`src/adc_seq_pkg.sv`:
```
package adc_seq_pkg;

	////////////////////////////////////////////////////////////////////////
	// register byte offsets on the bus
	localparam logic [7:0] CONV_CTRL_OFS = 8'h00;
	localparam logic [7:0] ACQ_CLOCK_CTRL_OFS = 8'h04;
	localparam logic [7:0] RESULT_HIGH_OFS = 8'h08;
	localparam logic [7:0] RESULT_LOW_OFS = 8'h0c;
	localparam logic [7:0] IRQ_STATUS_OFS = 8'h10;
	localparam logic [7:0] IRQ_MASK_OFS = 8'h14;

	// conv_ctrl_reg fields
	localparam int ENABLE_BIT = 0;
	localparam int GO_BIT = 1;
	localparam int CHAN_LSB = 2;
	localparam int CHAN_W = 4;

	// acq_clock_ctrl_reg fields
	localparam int CLK_SEL_LSB = 0;
	localparam int ACQ_SEL_LSB = 3;
	localparam int SEL_W = 3;

	// irq status / mask bit
	localparam int DONE_IRQ_BIT = 0;

	// reset values
	localparam logic [2:0] ACQ_SEL_RESET = 3'h0;
	localparam logic [2:0] CLK_SEL_RESET = 3'h0;

	// axi response codes
	localparam logic [1:0] RESP_OKAY = 2'h0;
	localparam logic [1:0] RESP_SLVERR = 2'h2;

	////////////////////////////////////////////////////////////////////////
	// timing
	localparam int CLK_PERIOD_NS = 10;
	localparam int RC_PERIOD_NS = 2500;
	localparam int RC_CYCLES = (RC_PERIOD_NS + CLK_PERIOD_NS - 1) / CLK_PERIOD_NS;
	localparam int CONV_PERIODS = 13;
	localparam int HOLDOFF_PERIODS = 2;

	// sequencer states
	typedef enum logic [1:0] {
		ST_SAMPLE = 2'b00,
		ST_ACQ = 2'b01,
		ST_CONV = 2'b10,
		ST_HOLD = 2'b11
	} seq_state_t;

endpackage

```
`src/in_sync3.sv`:
```
`timescale 1ns/1ps
`default_nettype none
module in_sync3 (
	input wire logic clock,
	input wire logic nrst,
	input wire logic din,
	output logic dout
);
	logic s1_r;
	logic s2_r;
	logic s3_r;

	// three-stage sync, change accepted when last two agree
	always_ff @(posedge clock) begin
		if (!nrst) begin
			s1_r <= 1'b0;
			s2_r <= 1'b0;
			s3_r <= 1'b0;
			dout <= 1'b0;
		end else begin
			s1_r <= din;
			s2_r <= s1_r;
			s3_r <= s2_r;
			if (s2_r == s3_r) begin
				dout <= s3_r;
			end
		end
	end
endmodule // in_sync3
`default_nettype wire

```
`src/tad_tick_gen.sv`:
```
`timescale 1ns/1ps
`default_nettype none
module tad_tick_gen
	import adc_seq_pkg::*;
(
	input wire logic clock,
	input wire logic nrst,
	input wire logic restart,
	input wire logic [2:0] sel,
	output logic tick
);
	logic [7:0] div_r;
	logic [7:0] rc_r;
	logic [7:0] last;

	// RULE9 divider end value per select code
	always_comb begin
		case (sel)
			3'b000: last = 8'd1;
			3'b100: last = 8'd3;
			3'b001: last = 8'd7;
			3'b101: last = 8'd15;
			3'b010: last = 8'd31;
			3'b110: last = 8'd63;
			default: last = 8'(RC_CYCLES - 1);
		endcase
	end

	// oscillator divider
	always_ff @(posedge clock) begin
		if (!nrst || restart || div_r >= last) begin
			div_r <= 8'h00;
		end else begin
			div_r <= div_r + 8'h01;
		end
	end

	// RULE11 stand-in for the internal rc source, free of the select
	always_ff @(posedge clock) begin
		if (!nrst || restart || rc_r == 8'(RC_CYCLES - 1)) begin
			rc_r <= 8'h00;
		end else begin
			rc_r <= rc_r + 8'h01;
		end
	end

	// RULE17 one pulse per conversion-clock period
	always_comb begin
		if (restart) begin
			tick = 1'b0;
		end else if (sel[1:0] == 2'b11) begin
			tick = (rc_r == 8'(RC_CYCLES - 1));
		end else begin
			tick = (div_r >= last);
		end
	end
endmodule // tad_tick_gen
`default_nettype wire

```
`src/adc_acquisition_sequencer.sv`:
```
// Function
// RULE1 - acq_time_sel sits in bits 5:3, picks 2 to 20 periods
// RULE2 - programmed acquisition samples selected periods, then converts itself
// RULE3 - code 000 means go stops sampling and converts immediately
// RULE4 - acq_time_sel resets to manual 000
// RULE5 - software waits acquisition time before go in manual mode
// RULE6 - completion clears go, sets irq flag, resumes sampling
// RULE7 - no status separates acquisition from conversion; go stays set
// RULE8 - a conversion lasts exactly 13 conversion-clock periods
// RULE9 - conv_clock_sel picks 2..64 oscillator periods or rc source
// RULE10 - software picks shortest period above 0.8 us
// RULE11 - rc source period is 2.5 us regardless of oscillator
// RULE12 - with rc above 1 MHz software sleeps or uses a divider
// RULE13 - result loads into high/low pair; go is control bit 1
// RULE14 - at least 2 periods pass before next acquisition
// RULE15 - reset disables converter, aborts conversion, resets controls
// RULE16 - nonzero codes map 2..20 periods, counted on conversion clock
// RULE17 - one enable pulse per period drives both counters
`timescale 1ns/1ps
`default_nettype none
module adc_acquisition_sequencer
	import adc_seq_pkg::*;
#(
	parameter int RES_W = 12
) (
	input wire logic clock,
	input wire logic nrst,
	input wire logic [7:0] s_axi_awaddr,
	input wire logic s_axi_awvalid,
	output logic s_axi_awready,
	input wire logic [31:0] s_axi_wdata,
	input wire logic [3:0] s_axi_wstrb,
	input wire logic s_axi_wvalid,
	output logic s_axi_wready,
	output logic [1:0] s_axi_bresp,
	output logic s_axi_bvalid,
	input wire logic s_axi_bready,
	input wire logic [7:0] s_axi_araddr,
	input wire logic s_axi_arvalid,
	output logic s_axi_arready,
	output logic [31:0] s_axi_rdata,
	output logic [1:0] s_axi_rresp,
	output logic s_axi_rvalid,
	input wire logic s_axi_rready,
	input wire logic cmp_in,
	output logic sample_r,
	output logic [3:0] chan_r,
	output logic [RES_W-1:0] dac_code_r,
	output logic irq_r
);
	initial begin
		if (RES_W != 12) begin
			$error("adc_acquisition_sequencer: only 12-bit results");
		end
	end

	////////////////////////////////////////////////////////////////////////
	// declarations
	logic enable_r;
	logic go_r;
	logic [2:0] acq_time_sel_r;
	logic [2:0] conv_clock_sel_r;
	logic [RES_W-1:0] result_r;
	logic conv_irq_flag_r;
	logic irq_mask_r;
	seq_state_t state_r;
	logic [4:0] cnt_r;
	logic [RES_W-1:0] mask_r;
	logic [4:0] acq_periods;
	logic tick;
	logic cmp_sync;
	logic restart;
	logic done;
	logic [RES_W-1:0] decided;
	logic aw_held_r;
	logic w_held_r;
	logic [7:0] waddr_r;
	logic [31:0] wdata_r;
	logic [3:0] wstrb_r;
	logic wr_fire;
	logic wr_lane0;
	logic ar_fire;
	logic aw_take;
	logic w_take;
	logic b_busy_nxt;

	////////////////////////////////////////////////////////////////////////
	// submodules
	in_sync3 u_cmp_sync (
		.clock(clock),
		.nrst(nrst),
		.din(cmp_in),
		.dout(cmp_sync)
	);

	// RULE17 period enable pulse
	tad_tick_gen u_tick (
		.clock(clock),
		.nrst(nrst),
		.restart(restart),
		.sel(conv_clock_sel_r),
		.tick(tick)
	);

	////////////////////////////////////////////////////////////////////////
	// axi write: address and data taken in either order
	assign wr_fire = aw_held_r && w_held_r && !s_axi_bvalid;
	assign wr_lane0 = wr_fire && wstrb_r[0];
	assign aw_take = s_axi_awvalid && s_axi_awready;
	assign w_take = s_axi_wvalid && s_axi_wready;
	assign b_busy_nxt = wr_fire || (s_axi_bvalid && !s_axi_bready);

	// ready flags registered from next held and busy state
	always_ff @(posedge clock) begin
		if (!nrst) begin
			s_axi_awready <= 1'b1;
			s_axi_wready <= 1'b1;
		end else begin
			s_axi_awready <= !(aw_take || (aw_held_r && !wr_fire))
				&& !b_busy_nxt;
			s_axi_wready <= !(w_take || (w_held_r && !wr_fire))
				&& !b_busy_nxt;
		end
	end

	always_ff @(posedge clock) begin
		if (!nrst) begin
			aw_held_r <= 1'b0;
			w_held_r <= 1'b0;
			waddr_r <= 8'h00;
			wdata_r <= 32'h0000_0000;
			wstrb_r <= 4'h0;
		end else begin
			if (s_axi_awvalid && s_axi_awready) begin
				aw_held_r <= 1'b1;
				waddr_r <= s_axi_awaddr;
			end else if (wr_fire) begin
				aw_held_r <= 1'b0;
			end
			if (s_axi_wvalid && s_axi_wready) begin
				w_held_r <= 1'b1;
				wdata_r <= s_axi_wdata;
				wstrb_r <= s_axi_wstrb;
			end else if (wr_fire) begin
				w_held_r <= 1'b0;
			end
		end
	end

	// write response, unmapped address answers slverr
	always_ff @(posedge clock) begin
		if (!nrst) begin
			s_axi_bvalid <= 1'b0;
			s_axi_bresp <= RESP_OKAY;
		end else if (wr_fire) begin
			s_axi_bvalid <= 1'b1;
			if (waddr_r[1:0] != 2'b00 || waddr_r > IRQ_MASK_OFS) begin
				s_axi_bresp <= RESP_SLVERR;
			end else begin
				s_axi_bresp <= RESP_OKAY;
			end
		end else if (s_axi_bready) begin
			s_axi_bvalid <= 1'b0;
		end
	end

	////////////////////////////////////////////////////////////////////////
	// control registers
	// RULE15 reset turns converter off
	always_ff @(posedge clock) begin
		if (!nrst) begin
			enable_r <= 1'b0;
			chan_r <= 4'h0;
		end else if (wr_lane0 && waddr_r == CONV_CTRL_OFS) begin
			enable_r <= wdata_r[ENABLE_BIT];
			chan_r <= wdata_r[CHAN_LSB +: CHAN_W];
		end
	end

	// RULE1 RULE4 RULE9 field layout and reset value
	always_ff @(posedge clock) begin
		if (!nrst) begin
			acq_time_sel_r <= ACQ_SEL_RESET;
			conv_clock_sel_r <= CLK_SEL_RESET;
		end else if (wr_lane0 && waddr_r == ACQ_CLOCK_CTRL_OFS) begin
			acq_time_sel_r <= wdata_r[ACQ_SEL_LSB +: SEL_W];
			conv_clock_sel_r <= wdata_r[CLK_SEL_LSB +: SEL_W];
		end
	end

	// RULE13 go is bit 1; RULE6 completion clears it
	always_ff @(posedge clock) begin
		if (!nrst) begin
			go_r <= 1'b0;
		end else if (done || !enable_r) begin
			go_r <= 1'b0;
		end else if (wr_lane0 && waddr_r == CONV_CTRL_OFS) begin
			go_r <= wdata_r[GO_BIT] && wdata_r[ENABLE_BIT];
		end
	end

	// irq flag: set wins over write-one-to-clear
	always_ff @(posedge clock) begin
		if (!nrst) begin
			conv_irq_flag_r <= 1'b0;
		end else if (done) begin
			conv_irq_flag_r <= 1'b1;
		end else if (wr_lane0 && waddr_r == IRQ_STATUS_OFS
			&& wdata_r[DONE_IRQ_BIT]) begin
			conv_irq_flag_r <= 1'b0;
		end
	end

	// irq mask and level output
	always_ff @(posedge clock) begin
		if (!nrst) begin
			irq_mask_r <= 1'b0;
			irq_r <= 1'b0;
		end else begin
			if (wr_lane0 && waddr_r == IRQ_MASK_OFS) begin
				irq_mask_r <= wdata_r[DONE_IRQ_BIT];
			end
			irq_r <= (conv_irq_flag_r || done) && irq_mask_r;
		end
	end

	////////////////////////////////////////////////////////////////////////
	// RULE16 acquisition code to period count
	always_comb begin
		case (acq_time_sel_r)
			3'b001: acq_periods = 5'd2;
			3'b010: acq_periods = 5'd4;
			3'b011: acq_periods = 5'd6;
			3'b100: acq_periods = 5'd8;
			3'b101: acq_periods = 5'd12;
			3'b110: acq_periods = 5'd16;
			3'b111: acq_periods = 5'd20;
			default: acq_periods = 5'd0;
		endcase
	end

	// align the period grid to the start of a conversion request
	assign restart = (state_r == ST_SAMPLE) && go_r;

	// last conversion period ends the conversion
	assign done = (state_r == ST_CONV) && tick
		&& cnt_r == 5'(CONV_PERIODS - 1);

	// trial bit kept when input is at or above the dac level
	assign decided = cmp_sync ? dac_code_r : (dac_code_r & ~mask_r);

	////////////////////////////////////////////////////////////////////////
	// sequencer
	always_ff @(posedge clock) begin
		if (!nrst) begin
			state_r <= ST_SAMPLE;
			cnt_r <= 5'd0;
			mask_r <= '0;
			dac_code_r <= '0;
			sample_r <= 1'b0;
		end else if (!enable_r || (!go_r && state_r != ST_HOLD)) begin
			// off or go withdrawn: abort to ST_SAMPLE, sampling again only if still enabled
			state_r <= ST_SAMPLE;
			cnt_r <= 5'd0;
			mask_r <= '0;
			sample_r <= enable_r;
		end else begin
			case (state_r)
				ST_SAMPLE: begin
					cnt_r <= 5'd0;
					if (acq_periods == 5'd0) begin
						// RULE3 manual: stop sampling at once
						state_r <= ST_CONV;
						sample_r <= 1'b0;
						dac_code_r <= '0;
					end else begin
						// RULE2 keep sampling for programmed time
						state_r <= ST_ACQ;
						sample_r <= 1'b1;
					end
				end
				ST_ACQ: begin
					if (tick) begin
						cnt_r <= cnt_r + 5'd1;
						// RULE2 RULE16 acquisition count ends
						if (cnt_r == acq_periods - 5'd1) begin
							state_r <= ST_CONV;
							cnt_r <= 5'd0;
							sample_r <= 1'b0;
							dac_code_r <= '0;
						end
					end
				end
				ST_CONV: begin
					if (tick) begin
						// RULE8 thirteen periods per conversion
						cnt_r <= cnt_r + 5'd1;
						if (cnt_r == 5'd0) begin
							mask_r <= {1'b1, {(RES_W-1){1'b0}}};
							dac_code_r <= {1'b1, {(RES_W-1){1'b0}}};
						end else begin
							mask_r <= mask_r >> 1;
							dac_code_r <= decided | (mask_r >> 1);
						end
						if (done) begin
							// RULE14 hold off before sampling again
							state_r <= ST_HOLD;
							cnt_r <= 5'd0;
							dac_code_r <= decided;
							mask_r <= '0;
						end
					end
				end
				ST_HOLD: begin
					if (tick) begin
						cnt_r <= cnt_r + 5'd1;
						// RULE6 RULE14 resume sampling after holdoff
						if (cnt_r == 5'(HOLDOFF_PERIODS - 1)) begin
							state_r <= ST_SAMPLE;
							cnt_r <= 5'd0;
							sample_r <= 1'b1;
						end
					end
				end
				default: begin
					state_r <= ST_SAMPLE;
				end
			endcase
		end
	end

	// RULE13 result pair loads on completion
	always_ff @(posedge clock) begin
		if (!nrst) begin
			result_r <= '0;
		end else if (done) begin
			result_r <= decided;
		end
	end

	////////////////////////////////////////////////////////////////////////
	// axi read
	assign ar_fire = s_axi_arvalid && s_axi_arready;

	always_ff @(posedge clock) begin
		if (!nrst) begin
			s_axi_arready <= 1'b1;
		end else if (ar_fire) begin
			s_axi_arready <= 1'b0;
		end else if (s_axi_rvalid && s_axi_rready) begin
			s_axi_arready <= 1'b1;
		end
	end

	// RULE7 go reads set through acquisition and conversion alike
	always_ff @(posedge clock) begin
		if (!nrst) begin
			s_axi_rvalid <= 1'b0;
			s_axi_rdata <= 32'h0000_0000;
			s_axi_rresp <= RESP_OKAY;
		end else if (ar_fire) begin
			s_axi_rvalid <= 1'b1;
			s_axi_rresp <= RESP_OKAY;
			s_axi_rdata <= 32'h0000_0000;
			if (s_axi_araddr == CONV_CTRL_OFS) begin
				s_axi_rdata[ENABLE_BIT] <= enable_r;
				s_axi_rdata[GO_BIT] <= go_r;
				s_axi_rdata[CHAN_LSB +: CHAN_W] <= chan_r;
			end else if (s_axi_araddr == ACQ_CLOCK_CTRL_OFS) begin
				s_axi_rdata[ACQ_SEL_LSB +: SEL_W] <= acq_time_sel_r;
				s_axi_rdata[CLK_SEL_LSB +: SEL_W] <= conv_clock_sel_r;
			end else if (s_axi_araddr == RESULT_HIGH_OFS) begin
				s_axi_rdata[3:0] <= result_r[RES_W-1:8];
			end else if (s_axi_araddr == RESULT_LOW_OFS) begin
				s_axi_rdata[7:0] <= result_r[7:0];
			end else if (s_axi_araddr == IRQ_STATUS_OFS) begin
				s_axi_rdata[DONE_IRQ_BIT] <= conv_irq_flag_r;
			end else if (s_axi_araddr == IRQ_MASK_OFS) begin
				s_axi_rdata[DONE_IRQ_BIT] <= irq_mask_r;
			end else begin
				s_axi_rresp <= RESP_SLVERR;
			end
		end else if (s_axi_rready) begin
			s_axi_rvalid <= 1'b0;
		end
	end
endmodule // adc_acquisition_sequencer
`default_nettype wire

```
`config.mk`:
```
export PLATFORM = sky130hd
export DESIGN_NAME = adc_acquisition_sequencer
export DESIGN_NICKNAME = d
export VERILOG_FILES = /design/src/adc_seq_pkg.sv /design/src/in_sync3.sv /design/src/tad_tick_gen.sv /design/src/adc_acquisition_sequencer.sv
export SDC_FILE = /design/constraint.sdc
export NUM_CORES = 1
export LEC_CHECK = 0
export BUFFER_PORTS_ARGS = -buffer_cell sky130_fd_sc_hd__clkbuf_2
export CORE_UTILIZATION = 56
export CTS_CLUSTER_SIZE = 30
export DETAILED_ROUTE_END_ITERATION = 7
export PLACE_DENSITY = 0.82
export SYNTH_ARGS = -nofsm -noshare
export SYNTH_HDL_FRONTEND = slang
export SYNTH_SLANG_ARGS = --single-unit
```
`constraint.sdc`:
```
create_clock -name clock -period 5.3 [get_ports clock]
set_input_delay 0.265 -clock clock [delete_from_list [all_inputs] [get_ports clock]]
set_output_delay 0.265 -clock clock [all_outputs]
set_load 0.01 [all_outputs]
```
# [Word level (Yosys, flattened, before mapping)]
# Index checks and enable logic that the tools add are counted.
[op_classes] addsub=4 magnitude_cmp=2 eq_ne=41 muxes=64 n_bitwise=5 n_reduce_logical=64
[op_table] op="two-way mux 12 bit" n=9
[op_table] op="one-hot mux 8 bit (6 select lines)" n=1
[op_table] op="one-hot mux 12 bit (3 select lines)" n=1
[op_table] op="one-hot mux 5 bit (7 select lines)" n=1
[op_table] op="equality test 8 x 5 -> 1 bit (second input constant)" n=4
[op_table] op="two-way mux 2 bit" n=16
[op_table] op="two-way mux 5 bit" n=6
[op_table] op="logical AND 1 bit" n=23
[op_table] op="two-way mux 1 bit" n=22
[op_table] op="equality test 3 bit (second input constant)" n=7
[op_table] op="one-hot mux 5 bit (4 select lines)" n=1
[op_table] op="adder 8 x 1 -> 8 bit (second input constant)" n=2
[op_table] op="equality test 8 x 3 -> 1 bit (second input constant)" n=2
[op_table] op="equality test 8 x 4 -> 1 bit (second input constant)" n=2
[op_table] op="zero test 8 bit" n=2
[op_table] op="inequality test 2 bit (second input constant)" n=7
[op_table] op="nonzero test 2 bit" n=7
[op_table] op="AND 12 bit" n=1
[op_table] op="two-way mux 6 bit" n=2
[op_table] op="inequality test 3 bit (second input constant)" n=4
[op_table] op="NOT 12 bit" n=1
[op_table] op="bitwise OR 12 x 11 -> 12 bit" n=1
[op_table] op="AND reduction 6 bit" n=2
[op_table] op="zero test 5 bit" n=2
[op_table] op="29 further kinds" n=54
[word_totals] register_bits=113 input_bits=60 word_cells=213

# [Depth between registers and ports, before layout]
# Gate-level depths: netlist of run 1.
[depth] depth_word=10 depth_mapped=13

# [Modules after synthesis]
# From an unflattened synthesis of run 1, not the netlist that was laid out.
[unflattened] cells_unflattened=632 area_unflattened_um2=5489.0
[by_module_without_submodules] module="adc_acquisition_sequencer" instances=1 cells_each=525 area_each_um2=4541.9 seq_area_each_um2=1821.7
[by_module_without_submodules] module="tad_tick_gen" instances=1 cells_each=97 area_each_um2=830.8 seq_area_each_um2=320.3
[by_module_without_submodules] module="in_sync3" instances=1 cells_each=10 area_each_um2=116.4 seq_area_each_um2=80.1

# [Worst setup path after synthesis of run 1]
# No wires, ideal clock.
[synth_path] path_type="register to register" start="reg conv_clock_sel_r[1]" end="reg result_r[0]" arrival_ns=2.253 t_required_ns=5.185 slack_ns=2.932 stages_incl_launch_ff=12 synth_period_minus_slack_ns=2.368 path_cell_list="dfxtp_1 buf_2 nand2_1 ha_1 a41o_1 a21oi_1 o211ai_2 nand4_1 buf_2 clkbuf_1 o21ai_0 and2_1"
[synth_between] elab_chain_len=7 elab_cells_between_ends=13
[synth_rtl] element="from (decl)" line_no="adc_acquisition_sequencer.sv:62" text="logic [2:0] conv_clock_sel_r;"
[synth_rtl] element="from (signal assigned)" line_no="adc_acquisition_sequencer.sv:187" text="conv_clock_sel_r <= wdata_r[CLK_SEL_LSB +: SEL_W];"
[synth_rtl] element="equality test 3 bit, or another cell as far along" line_no="tad_tick_gen.sv:18" text="case (sel)"
[synth_rtl] element="one-hot mux 8 bit (6 select lines)" line_no="tad_tick_gen.sv:18"
[synth_rtl] element=">= comparator 8 bit" line_no="tad_tick_gen.sv:54" text="tick = (div_r >= last);"
[synth_rtl] element="two-way mux 1 bit *" line_no="tad_tick_gen.sv:51" text="end else if (sel[1:0] == 2'b11) begin"
[synth_rtl] element="two-way mux 1 bit *" line_no="tad_tick_gen.sv:49" text="if (restart) begin"
[synth_rtl] element="logical AND 1 bit *" line_no="adc_acquisition_sequencer.sv:246" text="assign done = (state_r == ST_CONV) && tick"
[synth_rtl] element="logical AND 1 bit *" line_no="adc_acquisition_sequencer.sv:247" text="&& cnt_r == 5'(CONV_PERIODS - 1);"
[synth_rtl] element="to (signal assigned)" line_no="adc_acquisition_sequencer.sv:337" text="result_r <= decided;"
[synth_rtl] element="to (decl)" line_no="adc_acquisition_sequencer.sv:63" text="logic [RES_W-1:0] result_r;"
# Mark *: on every way between the ends. The rest lies on a longest branch, timed or not.
# A chain may end at the register's enable or synchronous reset.

# [Final worst setup path of run 1]
[layout_path] start="reg conv_clock_sel_r[0]" end="reg mask_r[1]"
[layout_between] elab_chain_len=8 elab_cells_between_ends=15
[layout_rtl] element="equality test 3 bit, or another cell as far along" line_no="tad_tick_gen.sv:18"
[layout_rtl] element="one-hot mux 8 bit (6 select lines)" line_no="tad_tick_gen.sv:18"
[layout_rtl] element=">= comparator 8 bit" line_no="tad_tick_gen.sv:54"
[layout_rtl] element="two-way mux 1 bit *" line_no="tad_tick_gen.sv:51"
[layout_rtl] element="two-way mux 1 bit *" line_no="tad_tick_gen.sv:49"
[layout_rtl] element="logical AND 1 bit" line_no="adc_acquisition_sequencer.sv:246"
[layout_rtl] element="logical AND 1 bit" line_no="adc_acquisition_sequencer.sv:247"
[layout_rtl] element="two-way mux 12 bit" line_no="adc_acquisition_sequencer.sv:305" text="if (done) begin"
[layout_rtl] element="to (signal assigned)" line_no="adc_acquisition_sequencer.sv:299" text="mask_r <= {1'b1, {(RES_W-1){1'b0}}};"
[layout_rtl] element="to (signal assigned)" line_no="adc_acquisition_sequencer.sv:302" text="mask_r <= mask_r >> 1;"
[layout_rtl] element="to (decl)" line_no="adc_acquisition_sequencer.sv:68" text="logic [RES_W-1:0] mask_r;"
# Marked as above.

==> out/summary.txt, run 1 <==
status -> finished, final reports clean
Nets -> 755
via count -> 4399
multiplexer area fraction after synthesis -> 0.0472
share of cells above drive strength 1 -> 0.159
Reg2Reg Launch Point -> conv_clock_sel_r[0]
number of flops mapped to enable cells by yosys -> 0
Final Max Slew Viols -> 0
Total GRT Usage -> 0.230
final hold vios -> 0
clock latency on the worst-skew pair -> 370 ps
syn avg cell area -> 8.75 um2
Worst Hold Launch -> cmp_in
final HPWL from detailed placement -> 8080 um
min-delay worst type -> in -> reg
top cells by area, synth -> dfxtp_1 (40%), nand2_1 (6.3%), ha_1 (4.3%), buf_4 (3.7%), mux2i_1 (3.1%)
Reg-to-Reg End -> mask_r[1]
min cycle time layout -> 3000 ps
hold depth -> 2
Synth-to-Final Area Change -> 8.47%
Wirelength per Cell -> 13.9 um
Setup Skew -> 9.90 ps
I/O Pins -> 119
vias per cell -> 5.43
Starting Density -> 0.588
P_leak -> 2.30 nW
Max stage delay cell, worst path -> a21oi_1
fin area -> 5980 um2
Synth Area in Compound Gates -> 0.189
# port buffers -> 63
pin count of the biggest net entering global routing -> 82
Post-Syn Instances -> 630
Max Fclk -> 0.333 GHz
crit-path max FO -> 11
Synth Register Bits -> 111
Setup TNS -> 0 ps
CP peak stage delay -> 710 ps
core area -> 9370 um2
largest family of logic cells by synthesized area -> simple AND/OR/NAND/NOR gates
hold path endpoint -> u_cmp_sync.s1_r
count leader, synth -> dfxtp_1
Crit path max-delay family -> compound AO/OA/AOI/OAI gates
yosys warns -> 0
Final Setup Violations -> 0
crit path launch type -> flip-flop
CP dominant cell by count -> a21oi_1
initial antenna violation count -> 0
Multi-input gate area -> 2970 um2
Layout fillers -> 818
top cell type by total area after synthesis -> dfxtp_1
critical path capture point type -> flip-flop
hold buffer count at CTS -> 0
DRT iter0 DRCs -> 240
Worst-Margin Slew -> 867 ps
routed wire length -> 11300 um
post-synthesis adder-cell area fraction -> 0.0431
R2R cell count -> 8
non-filler cells, final -> 810
FP Rows -> 35
Antenna Cells -> 0
CTS Root Cell -> clkbuf_8
cell count after placement -> 794
clock transition at the registers of the reported paths -> 110 ps
share of the synthesized area in the top cell type -> 0.403
first-pass GRT wire length -> 18800 um
die footprint -> 10200 um2
Max clock buf depth -> 2
die width -> 101 um
cell breakdown of the critical path -> nand2_1 -> ha_1 -> a41o_1 -> a21oi_1 -> o211ai_2 -> and2_1 -> a21oi_1 -> a22o_1
vias in the first global route -> 4079
Overflow after GRT -> 0
Post-Syn Area -> 5510 um2
sequential fraction of the synthesis area -> 0.403
worst path required time -> 5620 ps
Register Area -> 2220 um2
CTS Sinks -> 111
CP Buf/Inv Count -> 0
max cap viols -> 0
routability congestion estimate -> 0.804
Rel. slew slack -> 0.422
RSZ-0062 raised after global routing -> no
CTS Buf Count -> 9
most frequent cells after synthesis -> dfxtp_1 (111), nand2_1 (93), o21ai_0 (33)
Async SR Flop Fraction -> 0
CTS tree -> built
DP Area -> 5790 um2
Residual DRC -> 0
R2R Setup Slk -> 2300 ps
setup bufs post-CTS -> 0
power density over cell area -> 256 nW/um2
Synth Area in Simple Gates -> 0.214
1st-pass router iterations -> 4
Tot Pwr -> 0.00153 W
Yosys cell types -> 62
final worst-path cycle share -> 0.567
Synth Flop Type -> dfxtp_1
Post-DRT Antenna Nets -> 0
Crit Path Class -> reg -> reg
worst IR drop on VDD -> 0.187 mV
Die Y-Extent -> 101 um
Post-Synth XOR/XNOR Area -> 0.0270
post_cts resized -> 0
H-tree level count -> 3
WP data arrival -> 3320 ps
[stage by stage]
| stage | utilization | worst slack, ps | hold WS, ps |
|---|---|---|---|
| after floorplan | - | 2930 | 392 |
| after global placement | 0.617 | 2500 | 430 |
| after detailed placement | 0.617 | 2350 | 428 |
| after CTS | 0.638 | 2330 | 81.3 |
| after global routing | 0.638 | 2080 | 92.2 |
| final | 0.638 | 2300 | 93.9 |
[cell type report]
| type | instances | area share |
|---|---|---|
| clock buffer | 12 | 0.0260 |
| clock inverter | 4 | 0.00628 |
| inverter | 22 | 0.0138 |
| multi-input combinational | 464 | 0.496 |
| sequential | 111 | 0.372 |
| tap | 129 | 0.0270 |
| timing repair buffer | 68 | 0.0590 |
[registers in the layout, indices dropped and copies added (netlist names), 2 cells and up]
signal and count:
cnt_r 5, waddr_r 8, dac_code_r 12, result_r 12
u_tick.rc_r 8, s_axi_rdata 8, state_r 2, chan_r 4
acq_time_sel_r 3, u_tick.div_r 8, mask_r 12, wdata_r 6
conv_clock_sel_r 3
[cell families after synthesis]
family | Yosys count
other cells | 1
compound gates | 145
fa+ha+maj | 19
flops | 111
xor+xnor | 17
buf+inv | 80
simple gates | 235
mux | 22
[cells in the final DEF, fill, tap and decap left out, types with 7 or more instances in the layout]
| cell | count |
|---|---|
| a21bo_1 | 10 |
| a22o_1 | 11 |
| a21boi_0 | 22 |
| dfxtp_1 | 111 |
| a21oi_1 | 27 |
| conb_1 | 26 |
| xnor2_1 | 7 |
| clkbuf_2 | 63 |
| ha_1 | 19 |
| nand3_1 | 20 |
| nor3_1 | 10 |
| nor2_1 | 30 |
| xor2_1 | 10 |
| inv_1 | 22 |
| a21boi_2 | 10 |
| mux2i_1 | 17 |
| o21ai_0 | 33 |
| clkbuf_8 | 11 |
| nand2_1 | 93 |
| and2_1 | 19 |
| nor2b_1 | 27 |
[power breakdown]
part | leakage (nW) | switching (W) | internal [W] | total [W]
sequential | 0.900 | 0.0000217 | 0.000857 | 0.000879
clock | 0.0991 | 0.000294 | 0.000204 | 0.000498
combinational | 1.30 | 0.0000962 | 0.0000593 | 0.000156
[worst max path at each step]
stage / startpoint / end / slack (ps) / cells past startpoint
5_1_grt: conv_clock_sel_r[0] / mask_r[6] / 2080 / 8
4_1_cts: conv_clock_sel_r[0] / mask_r[1] / 2330 / 8
3_5_place_dp: conv_clock_sel_r[0] / mask_r[1] / 2350 / 8
6_report: conv_clock_sel_r[0] / mask_r[1] / 2300 / 8
2_1_floorplan: conv_clock_sel_r[1] / result_r[0] / 2930 / 11
3_3_place_gp: conv_clock_sel_r[1] / mask_r[9] / 2500 / 8
[metal layers]
layer | track usage | share of wire | wire, um
met5 | 0 | 0 | 0
met4 | 0.0736 | 0.018 | 198
met3 | 0.0504 | 0.050 | 561
met2 | 0.388 | 0.48 | 5430
met1 | 0.294 | 0.45 | 5080
(Power assumes the default switching activity.)
==> run 2, diff against run 1 <==
- CORE_UTILIZATION: 56 -> 49
- PLACE_DENSITY: 0.82 -> 0.76
- clock period: 5.3 -> 2.6 ns (I/O delays scaled with it)
==> run 2 against run 1 <==
  * Maximum frequency rose by 21%
  * Flip-flop and latch count unchanged
  * Worst hold slack worse by 88 ps
  * Global-route usage shrank 2.0 points
  * Sequential share of layout area shrank 1.6 points
  * Final cell count grew 4.2%
  * Clock skew grew 5.4 ps
  * Non-clock buffer count grew 23
  * Clock-buffer cell count down 2
  * Largest power group unchanged
==> out/summary.txt, run 2 (synthesis gave the netlist of run 1 again) <==
final worst-path cycle share -> 0.957 (+0.390)
R2R Setup Slk -> 110 ps (-2180 ps)
via count -> 4482 (+1.9%)
core area -> 10900 um2 (+16%)
R2R cell count -> 10 (+2)
DRT iter0 DRCs -> 200 (-17%)
DP Area -> 5870 um2 (+1.5%)
min cycle time layout -> 2490 ps (-517 ps)
CTS tree -> built
min-delay worst type -> in -> reg
fin area -> 6270 um2 (+4.9%)
non-filler cells, final -> 844 (+4.2%)
routed wire length -> 11800 um (+4.3%)
first-pass GRT wire length -> 19600 um (+3.9%)
Worst-Margin Slew -> 599 ps (-268 ps)
Setup Skew -> 15.4 ps (+5.45 ps)
WHS -> 5.50 ps (-88.4 ps)
Final Setup Violations -> 0 (unchanged)
FP Rows -> 38 (+8.6%)
H-tree level count -> 3 (unchanged)
vias per cell -> 5.31 (-2.2%)
Starting Density -> 0.506 (-0.0819)
crit-path max FO -> 11 (unchanged)
Residual DRC -> 0 (unchanged)
Final Max Slew Viols -> 0 (unchanged)
initial antenna violation count -> 0 (unchanged)
Tot Pwr -> 0.00326 W (+110%)
WP data arrival -> 2820 ps (-500 ps)
cell breakdown of the critical path -> or3_1 -> nand2_1 -> ha_1 -> a21oi_1 -> o21a_1 -> o211ai_4 -> nand3_2 -> nor4_2 -> buf_4 -> a22o_1
worst setup path end -> mask_r[10]
Post-DRT Antenna Nets -> 0 (unchanged)
die width -> 108 um (+6.8%)
Reg-to-Reg End -> mask_r[10]
share of cells above drive strength 1 -> 0.176 (+0.0175)
launch point of the worst path -> conv_clock_sel_r[2]
clock latency on the worst-skew pair -> 390 ps (+20 ps)
CTS Buf Count -> 9 (unchanged)
cell count after placement -> 813 (+2.4%)
commonest non-fill, non-tap cell in the layout -> dfxtp_1
routability congestion estimate -> 0.845 (+5.1%)
# port buffers -> 63 (unchanged)
worst IR drop on VDD -> 0.363 mV (+94%)
1st-pass router iterations -> 5 (+1)
CTS Root Cell -> clkbuf_8
max cap viols -> 0 (unchanged)
RSZ-0062 raised after global routing -> yes
CP peak stage delay -> 380 ps (-330 ps)
Max clock buf depth -> 2 (unchanged)
CP Buf/Inv Count -> 1 (+1)
Crit Path Class -> reg -> reg
Wirelength per Cell -> 13.9 um (+0.12%)
Max Fclk -> 0.402 GHz (+21%)
Antenna Cells -> 0 (unchanged)
final hold vios -> 0 (unchanged)
Reg2Reg Launch Point -> conv_clock_sel_r[2]
vias in the first global route -> 4340 (+6.4%)
CTS Sinks -> 111 (unchanged)
power density over cell area -> 520 nW/um2 (+100%)
Top Registers -> dac_code_r: 12 flops, mask_r: 12 flops, result_r: 12 flops
final HPWL from detailed placement -> 8290 um (+2.7%)
Die Y-Extent -> 108 um (+6.8%)
P_leak -> 2.42 nW (+5.1%)
setup bufs post-CTS -> 0 (unchanged)
worst path required time -> 2930 ps (-2690 ps)
I/O Pins -> 119 (unchanged)
Crit path depth -> 10 (+2)
Synth-to-Final Area Change -> 13.8%
status -> finished, final reports clean
Total GRT Usage -> 0.210 (-0.0203)
Overflow after GRT -> 0 (unchanged)
clock transition at the registers of the reported paths -> 110 ps (about the same)
critical path capture point type -> flip-flop
most frequent cells in the layout -> dfxtp_1 (107), nand2_1 (93), clkbuf_2 (63), o21ai_0 (32), nor2_1 (30)
Nets -> 778 (+3.0%)
die footprint -> 11700 um2 (+14%)
pin count of the biggest net entering global routing -> 78 (-4.9%)
Crit path max-delay family -> simple AND/OR/NAND/NOR gates
Rel. slew slack -> 0.601 (+0.178)
Max stage delay cell, worst path -> dfxtp_1
crit path launch type -> flip-flop
==> run 2: cell count changes in the layout (fill, tap and decap cells not counted), sizes merged <==
cell,previous run,this run
clkinvlp,0,1
buf,5,13
clkbuf,75,73
clkinv,2,1
inv,24,25
dlygate4sd3,0,15
bufinv,0,1
==> run 2: worst min path at each step <==
stage                               from              end  depth (start not counted)
after floorplan                   cmp_in  u_cmp_sync.s1_r                          1
after CTS                   s_axi_rready     s_axi_rvalid                          3
after detailed placement          cmp_in  u_cmp_sync.s1_r                          2
after global placement            cmp_in  u_cmp_sync.s1_r                          2
final                     s_axi_wdata[4]       wdata_r[4]                          3
after global routing      s_axi_wdata[4]       wdata_r[4]                          3
==> run 2: final cells by class <==
type	instances	area, um2
Sequential cell	111	2230
Timing Repair Buffer	91	579
Clock buffer	10	128
Tap cell	140	175
Multi-Input combinational cell	464	2990
Inverter	22	82.6
Clock inverter	6	85.1
Fill cell	958	4610
==> run 2: where the power goes <==
part	switching [W]	total, W	internal (W)
logic	0.000209	0.000351	0.000143
clock network	0.000647	0.00112	0.000472
registers	0.0000463	0.00179	0.00175
total	0.000902	0.00326	0.00236
==> run 2: metrics by stage <==
step,setup WS (ps),utilization,setup TNS [ps]
detailed placement,30.2,0.539,0
floorplan,232,-,0
global route,-24.2,0.576,-24.2
CTS,1.43,0.573,0
global placement,104,0.539,0
finish,112,0.576,0
==> run 2: what timing repair did <==
action | in CTS | in global routing
endpoints found under the hold margin | 15 | 0
hold buffers | 15 | 0
gates resized for setup | 0 | 12
setup endpoints to repair | 0 | 32
==> run 2: metal layers <==
layer	track usage	share of wire
met2	0.370	0.50
met5	0	0
met4	0.0685	0.014
met3	0.0470	0.045
met1	0.251	0.44
==> run 2: worst min-delay path, delay by kind of cell <==
kind	cells	cell delay [ps]
AO/OA/AOI/OAI	1	80
AND/OR/NAND/NOR	1	60
buffers and inverters	1	80
